## src/design/sbu_pkg.sv

```systemverilog
// Package for the serial bus user port: widths, reset values and state codes.
package sbu_pkg;
	localparam int DATA_W = 8;
	localparam int ID_W = 4;
	localparam int NUM_REGS = 16;
	localparam logic [7:0] REG_RESET = 8'h00;
	localparam logic [7:0] ADDR_RESET = 8'h00;
	localparam logic [7:0] CARRIER_ID_ADDR = 8'hF0;
	localparam logic [7:0] MODULE_ID_ADDR = 8'hF1;
	localparam logic [7:0] FLAG_SEL_ADDR = 8'hF2;
	localparam logic [7:0] CONTROL_ADDR = 8'hF3;
	localparam int CTRL_BOOT_BIT = 0;
	localparam int CTRL_RESET_BIT = 1;
	localparam logic [7:0] CONTROL_RESET = 8'h00;

	typedef enum logic [3:0] {
		SBU_IDLE = 4'h1,
		SBU_WRITE = 4'h2,
		SBU_READ = 4'h4,
		SBU_DONE = 4'h8
	} sbu_state_t;
endpackage

```

## src/design/sbu_edge_det.sv

```systemverilog
// Rising edge detector for a synchronous strobe input.
`timescale 1ns/1ps
module sbu_edge_det (
	// Clock and reset.
	input wire logic clk_sys,
	input wire logic reset_n,
	// Sampled level and its rising edge.
	input wire logic level,
	output logic rise
);
	logic prev;

	always_ff @(posedge clk_sys) begin
		if (!reset_n) begin
			prev <= 1'b0;
		end else begin
			prev <= level;
		end
	end

	assign rise = level & ~prev;
endmodule

```

## src/design/sbu_user_port.sv

```systemverilog
// Device end of the multiplexed 8-bit user port and carrier control pins.
`timescale 1ns/1ps
module sbu_user_port #(
	parameter int DATA_W = sbu_pkg::DATA_W,
	parameter int ID_W = sbu_pkg::ID_W,
	parameter int NUM_REGS = sbu_pkg::NUM_REGS
) (
	// Clock and carrier reset.
	input wire logic clk_sys,
	input wire logic reset_n,
	// Shared data lines, split into input, output and enable.
	input wire logic [DATA_W-1:0] data_in,
	output logic [DATA_W-1:0] data_out,
	output logic data_oe,
	// Strobes and acknowledge.
	input wire logic address_strobe,
	input wire logic data_strobe_n,
	input wire logic read_not_write_select,
	output logic ready_n,
	// Carrier control pins.
	input wire logic flag_function_selector,
	output logic flag_function_active,
	output logic carrier_boot_override_n,
	output logic carrier_reset_out_n,
	input wire logic [ID_W-1:0] carrier_identity_bit,
	input wire logic [ID_W-1:0] module_identity_bit,
	// User logic view of the register file.
	output logic [NUM_REGS*DATA_W-1:0] user_regs
);
	sbu_pkg::sbu_state_t state;
	logic [DATA_W-1:0] address;
	logic [DATA_W-1:0] control;
	logic [DATA_W-1:0] regs [NUM_REGS];
	logic [DATA_W-1:0] read_value;
	logic as_rise;
	logic in_range;
	logic hit_carrier_id;
	logic hit_module_id;
	logic hit_flag_sel;
	logic hit_control;
	sbu_pkg::sbu_state_t next_state;

	sbu_edge_det u_as_edge (
		.clk_sys(clk_sys),
		.reset_n(reset_n),
		.level(address_strobe),
		.rise(as_rise)
	);

	// Address latch; an address phase never overlaps a data strobe.
	always_ff @(posedge clk_sys) begin
		if (!reset_n) begin
			address <= sbu_pkg::ADDR_RESET;
		end else if (as_rise) begin
			address <= data_in;
		end
	end

	assign in_range = address < DATA_W'(NUM_REGS);

	// Fixed locations above the user register range. Every other address
	// reads as zero and swallows writes, so a stray access from a controller
	// with a wrong map cannot disturb the carrier control bits.
	assign hit_carrier_id = address == sbu_pkg::CARRIER_ID_ADDR;
	assign hit_module_id = address == sbu_pkg::MODULE_ID_ADDR;
	assign hit_flag_sel = address == sbu_pkg::FLAG_SEL_ADDR;
	assign hit_control = address == sbu_pkg::CONTROL_ADDR;

	always_comb begin
		read_value = sbu_pkg::REG_RESET;
		if (in_range) begin
			read_value = regs[address[$clog2(NUM_REGS)-1:0]];
		end else if (hit_carrier_id) begin
			read_value = DATA_W'(carrier_identity_bit);
		end else if (hit_module_id) begin
			read_value = DATA_W'(module_identity_bit);
		end else if (hit_flag_sel) begin
			read_value = DATA_W'(flag_function_active);
		end else if (hit_control) begin
			read_value = control;
		end
	end

	// Access timing is counted from the edge that first sees the data strobe
	// low in idle. A write lands in the register file on the following edge,
	// and ready falls on that same edge. A read loads the output register and
	// raises the drive enable on the following edge, and ready falls one edge
	// later, so the byte has stood on the lines for a full cycle before the
	// controller is told to take it. Ready and the drive enable are released
	// together on the edge that first sees the strobe high again, which leaves
	// the lines free before any following address phase. The direction line
	// is only looked at on the first edge; a change in mid-access is ignored.
	// Ready is held until the strobe returns so a slow controller never misses it.
	always_comb begin
		next_state = state;
		case (state)
			sbu_pkg::SBU_IDLE: begin
				if (!data_strobe_n) begin
					if (read_not_write_select) begin
						next_state = sbu_pkg::SBU_READ;
					end else begin
						next_state = sbu_pkg::SBU_WRITE;
					end
				end
			end
			sbu_pkg::SBU_WRITE: begin
				next_state = sbu_pkg::SBU_DONE;
			end
			sbu_pkg::SBU_READ: begin
				next_state = sbu_pkg::SBU_DONE;
			end
			sbu_pkg::SBU_DONE: begin
				if (data_strobe_n) begin
					next_state = sbu_pkg::SBU_IDLE;
				end
			end
			default: begin
				next_state = sbu_pkg::SBU_IDLE;
			end
		endcase
	end

	always_ff @(posedge clk_sys) begin
		if (!reset_n) begin
			state <= sbu_pkg::SBU_IDLE;
		end else begin
			state <= next_state;
		end
	end

	// Write data is latched in the write state.
	always_ff @(posedge clk_sys) begin
		if (!reset_n) begin
			for (int i = 0; i < NUM_REGS; i++) begin
				regs[i] <= sbu_pkg::REG_RESET;
			end
			control <= sbu_pkg::CONTROL_RESET;
		end else if (state == sbu_pkg::SBU_WRITE) begin
			if (in_range) begin
				regs[address[$clog2(NUM_REGS)-1:0]] <= data_in;
			end else if (hit_control) begin
				control <= data_in;
			end
		end
	end

	// Read data is driven in the read state, one cycle before ready falls.
	always_ff @(posedge clk_sys) begin
		if (!reset_n) begin
			data_out <= sbu_pkg::REG_RESET;
			data_oe <= 1'b0;
		end else if (state == sbu_pkg::SBU_READ) begin
			data_out <= read_value;
			data_oe <= 1'b1;
		end else if (state == sbu_pkg::SBU_DONE && data_strobe_n) begin
			data_oe <= 1'b0;
		end else if (state == sbu_pkg::SBU_IDLE) begin
			data_oe <= 1'b0;
		end
	end

	// Ready stays high through the read state so that it can never fall
	// before the read byte has been on the lines for a whole cycle.
	always_ff @(posedge clk_sys) begin
		if (!reset_n) begin
			ready_n <= 1'b1;
		end else if (state == sbu_pkg::SBU_WRITE) begin
			ready_n <= 1'b0;
		end else if (state == sbu_pkg::SBU_READ) begin
			ready_n <= 1'b1;
		end else if (state == sbu_pkg::SBU_DONE) begin
			ready_n <= data_strobe_n;
		end else begin
			ready_n <= 1'b1;
		end
	end

	// Carrier control outputs. Both low-active outputs rest high so an
	// unconfigured design never resets or overrides the carrier.
	always_ff @(posedge clk_sys) begin
		if (!reset_n) begin
			flag_function_active <= 1'b0;
			carrier_boot_override_n <= 1'b1;
			carrier_reset_out_n <= 1'b1;
		end else begin
			flag_function_active <= flag_function_selector;
			carrier_boot_override_n <= ~control[sbu_pkg::CTRL_BOOT_BIT];
			carrier_reset_out_n <= ~control[sbu_pkg::CTRL_RESET_BIT];
		end
	end

	// The user logic sees each register one cycle after the write lands.
	// The copy costs a cycle but keeps every output straight from a flop.
	always_ff @(posedge clk_sys) begin
		if (!reset_n) begin
			user_regs <= '0;
		end else begin
			for (int i = 0; i < NUM_REGS; i++) begin
				user_regs[i*DATA_W +: DATA_W] <= regs[i];
			end
		end
	end
endmodule

```

## config.mk

```make
export PLATFORM = sky130hd
export DESIGN_NAME = sbu_user_port
export DESIGN_NICKNAME = d
export VERILOG_FILES = /design/src/design/sbu_pkg.sv /design/src/design/sbu_edge_det.sv /design/src/design/sbu_user_port.sv
export SDC_FILE = /design/constraint.sdc
export NUM_CORES = 1
export LEC_CHECK = 0
export BUFFER_PORTS_ARGS = -buffer_cell sky130_fd_sc_hd__buf_4
export CORE_MARGIN = 2
export CORE_UTILIZATION = 55
export DETAILED_ROUTE_END_ITERATION = 16
export PLACE_DENSITY = 0.77
export SKIP_CTS_REPAIR_TIMING = 1
export SYNTH_ARGS = -nofsm -noshare
export SYNTH_HDL_FRONTEND = slang
export SYNTH_SLANG_ARGS = --single-unit
```

## constraint.sdc

```tcl
create_clock -name clk_sys -period 3.03 [get_ports clk_sys]
set_input_delay 0.606 -clock clk_sys [delete_from_list [all_inputs] [get_ports clk_sys]]
set_output_delay 0.606 -clock clk_sys [all_outputs]
set_load 0.05 [all_outputs]
```

==> results.py <==
metrics = {
    "routing": {
        "vias": 6958,
        "postRouteWirelength_um": 25700,
        "drc_errors": 0,
        "drt_iter0_markers": 526,
        "vias_per_cell": 5.35,
        "postRouteAntennaNets": 0,
        "drt_first_pass_iters": 5,
        "wl_per_cell_um": 19.7,
    },
    "sta": {
        "setup_viol": 0,
        "fmax_ghz": 0.381,
        "finalClockSkew_ns": 0.0325,
        "slew_headroom": 0.182,
        "tightestPinTransition_ns": 1.21,
        "period_needed_ns": 2.63,
        "finalCritPeriodShare": 0.867,
        "whs_ns": 0.237,
        "setup_tns_ns": 0,
        "setup_slack_ns": 0.404,
        "rsz0062_at_grt": "no",
        "finalHoldViolCount": 0,
        "slew_viol_final": 0,
    },
    "clock_tree": {
        "clk_pin_slew_ns": 0.06,
        "cts_tree": "done",
        "h-tree-depth": 1,
        "cts_buffer_depth": 3,
        "cts_root_buffer": "clkbuf_16",
        "cts_buffers": 29,
        "clock-sinks": 294,
        "clock_latency_ns": 0.56,
    },
    "finish": {
        "areaGrowthSynthToFinish_pct": 22.3,
        "drive_gt1_frac": 0.252,
        "diodes": 0,
        "finalNetCount": 1034,
    },
    "logic_synthesis": {
        "syn_nets": 873,
        "syn_area_sq_um": 11000,
        "synth_top_area_share": 0.348,
        "yosysWarningCount": 0,
        "ys_seq_area_frac": 0.649,
        "yosysTopAreaCell": "edfxtp_1",
        "synth.area.top_cells": "edfxtp_1 35%, dfxtp_1 30%, and2_1 15%, mux2i_1 5.3%, mux4_2 3.5%",
        "async_flop_share": 0,
        "avgSynthCellArea_sq_um": 13.0,
        "synth-seq-cells": 294,
        "synth_cell_types": 40,
        "synth_edf_count": 128,
        "yosys_most_used_dff": "dfxtp_1",
        "syn-instance-count": 851,
    },
    "power_and_ir_drop": {
        "p_switching_mw": 2.05,
        "swShare": 0.235,
        "p_leak_nw": 5.49,
        "p_per_area_nw_per_um2": 646,
        "pwr-share-seq": 0.500,
        "power_mw": 8.72,
        "p_int_mw": 6.68,
        "pwr-share-comb": 0.087,
        "ir_drop_uv": 409,
        "p_clk_frac": 0.413,
    },
    "min_path": {
        "hold_path.class": "in2reg",
    },
    "global_route": {
        "grt_max_degree": 80,
        "overflow": 0,
        "grt_pass1_wl_um": 39200,
        "gr-usage-all-layers": 0.240,
        "antenna_found_initial": 0,
        "first_global_vias": 6999,
    },
    "floorplanning": {
        "coreArea_sq_um": 19600,
        "die_y_um": 146,
        "pin_count": 163,
        "initial_utilization": 0.564,
        "die_area_sq_um": 21200,
        "rows": 51,
        "dieWidth_um": 146,
    },
    "worst_setup_path": {
        "cp.arrival_ns": 2.79,
        "critical_path.top_delay_family": "compound AO/OA/AOI/OAI gates",
        "crit_path_end_kind": "flop",
        "slowest_delay_ns": 1.00,
        "critPathRequiredTime_ns": 3.19,
        "crit_slowest_cell": "o21ai_0",
        "crit_buf_inv": 0,
        "worstSetupPathType": "reg2reg",
        "cp-start-kind": "flop",
        "cp_cell_sequence": "nor4b_4 > nand4_1 > o21ai_0",
        "worstPathMaxFanout": 12,
    },
    "placement": {
        "hpwl_um": 17900,
        "portBuffers": 162,
        "routabilityCongestion": 0.883,
        "dp_slack_ns": 0.386,
    },
    "run": {
        "cap_violations": 0,
    },
    "run_status": {
        "status": "finished clean",
    },
}
==> registers in the layout, indices dropped and copies added, names as in the netlist, named ones only <==
| register | cells |
|---|---|
| regs | 128 |
| flag_function_active | 1 |
| user_regs | 128 |
| u_as_edge.prev | 1 |
| control | 8 |
| carrier_boot_override_n | 1 |
| carrier_reset_out_n | 1 |
| state | 4 |
| ready_n | 1 |
| address | 8 |
| data_out | 8 |
| data_oe | 1 |
==> area by class of cell <==
type / count / area [sq um]
clock inverters: 8 / 73.8
fillers: 1416 / 6080
flip-flops and latches: 294 / 7170
inverters: 1 / 3.75
clock buffers: 46 / 912
multi-input cells: 503 / 3640
repair buffers: 183 / 1390
well taps: 265 / 332
==> metrics by stage <==
step / std cells / utilization / instance area [sq um]
2_1_floorplan: 851 / - / 11000
3_3_place_gp: 1246 / 0.640 / 12500
3_5_place_dp: 1246 / 0.640 / 12500
4_1_cts: 1300 / 0.690 / 13500
5_1_grt: 1300 / 0.690 / 13500
6_report: 1300 / 0.690 / 13500
==> logic make-up (layout without fill, tap and decap cells) <==
group                  count (synthesis)  in the layout  share of synthesized area
and+or+nand+nor                      351            351                      0.195
DFF                                  294            294                      0.649
muxes                                 83             83                     0.0952
AOI/OAI and AO/OA                     69             69                     0.0392
buffers and inverters                 54            238                     0.0221
==> worst paths after layout <==
path,start,endpoint,slack (ns),cells past startpoint
setup / recovery,state[3],regs[13][0],0.40,3
hold / removal,read_not_write_select,state[1],0.24,2
hold reg to reg,control[0],carrier_boot_override_n,0.41,1
setup reg to reg,state[3],regs[13][0],0.40,3
==> cells in the mapped netlist (3+ instances only) <==
cell	n
nand4_1	7
mux2_2	7
a21o_1	3
o41ai_1	3
nor2_1	23
mux2i_1	59
a22oi_1	13
dfxtp_1	166
buf_4	7
o21ai_0	22
mux4_2	17
a21oi_1	18
and2_1	261
nand2_1	8
nand3_1	5
nand2b_1	6
nor4_1	3
nor2b_1	25
clkbuf_1	37
edfxtp_1	128
a22o_1	3
buf_2	6
==> metal layers <==
layer / wire length (um) / track usage
met5: 0 / 0
met4: 584 / 0.0750
met3: 2120 / 0.0498
met2: 11900 / 0.378
met1: 11000 / 0.339
==> power groups by stage <==
stage	clock network [mW]	registers [mW]	logic, mW
after CTS	3.65	4.36	0.756
after detailed placement	0	4.45	0.753
final	3.60	4.36	0.758
after global routing	3.82	4.38	0.796
after floorplan	0	4.62	0.308
after global placement	0	4.44	0.744
==> cells in the final DEF (no fill, tap or decap), types with 4 or more instances in the layout <==
cell	Yosys	layout
a21oi_1	18	18
a22oi_1	13	13
and2_1	261	261
buf_4	7	182
clkbuf_1	37	7
clkbuf_16	0	31
clkbuf_8	0	8
clkinv_2	0	4
dfxtp_1	166	165
edfxtp_1	128	128
mux2_2	7	7
mux2i_1	59	59
mux4_2	17	17
nand2_1	8	8
nand2b_1	6	6
nand3_1	5	5
nand4_1	7	7
nor2_1	23	23
nor2b_1	25	25
o21ai_0	22	22
Power figures use the tool's default switching activity.
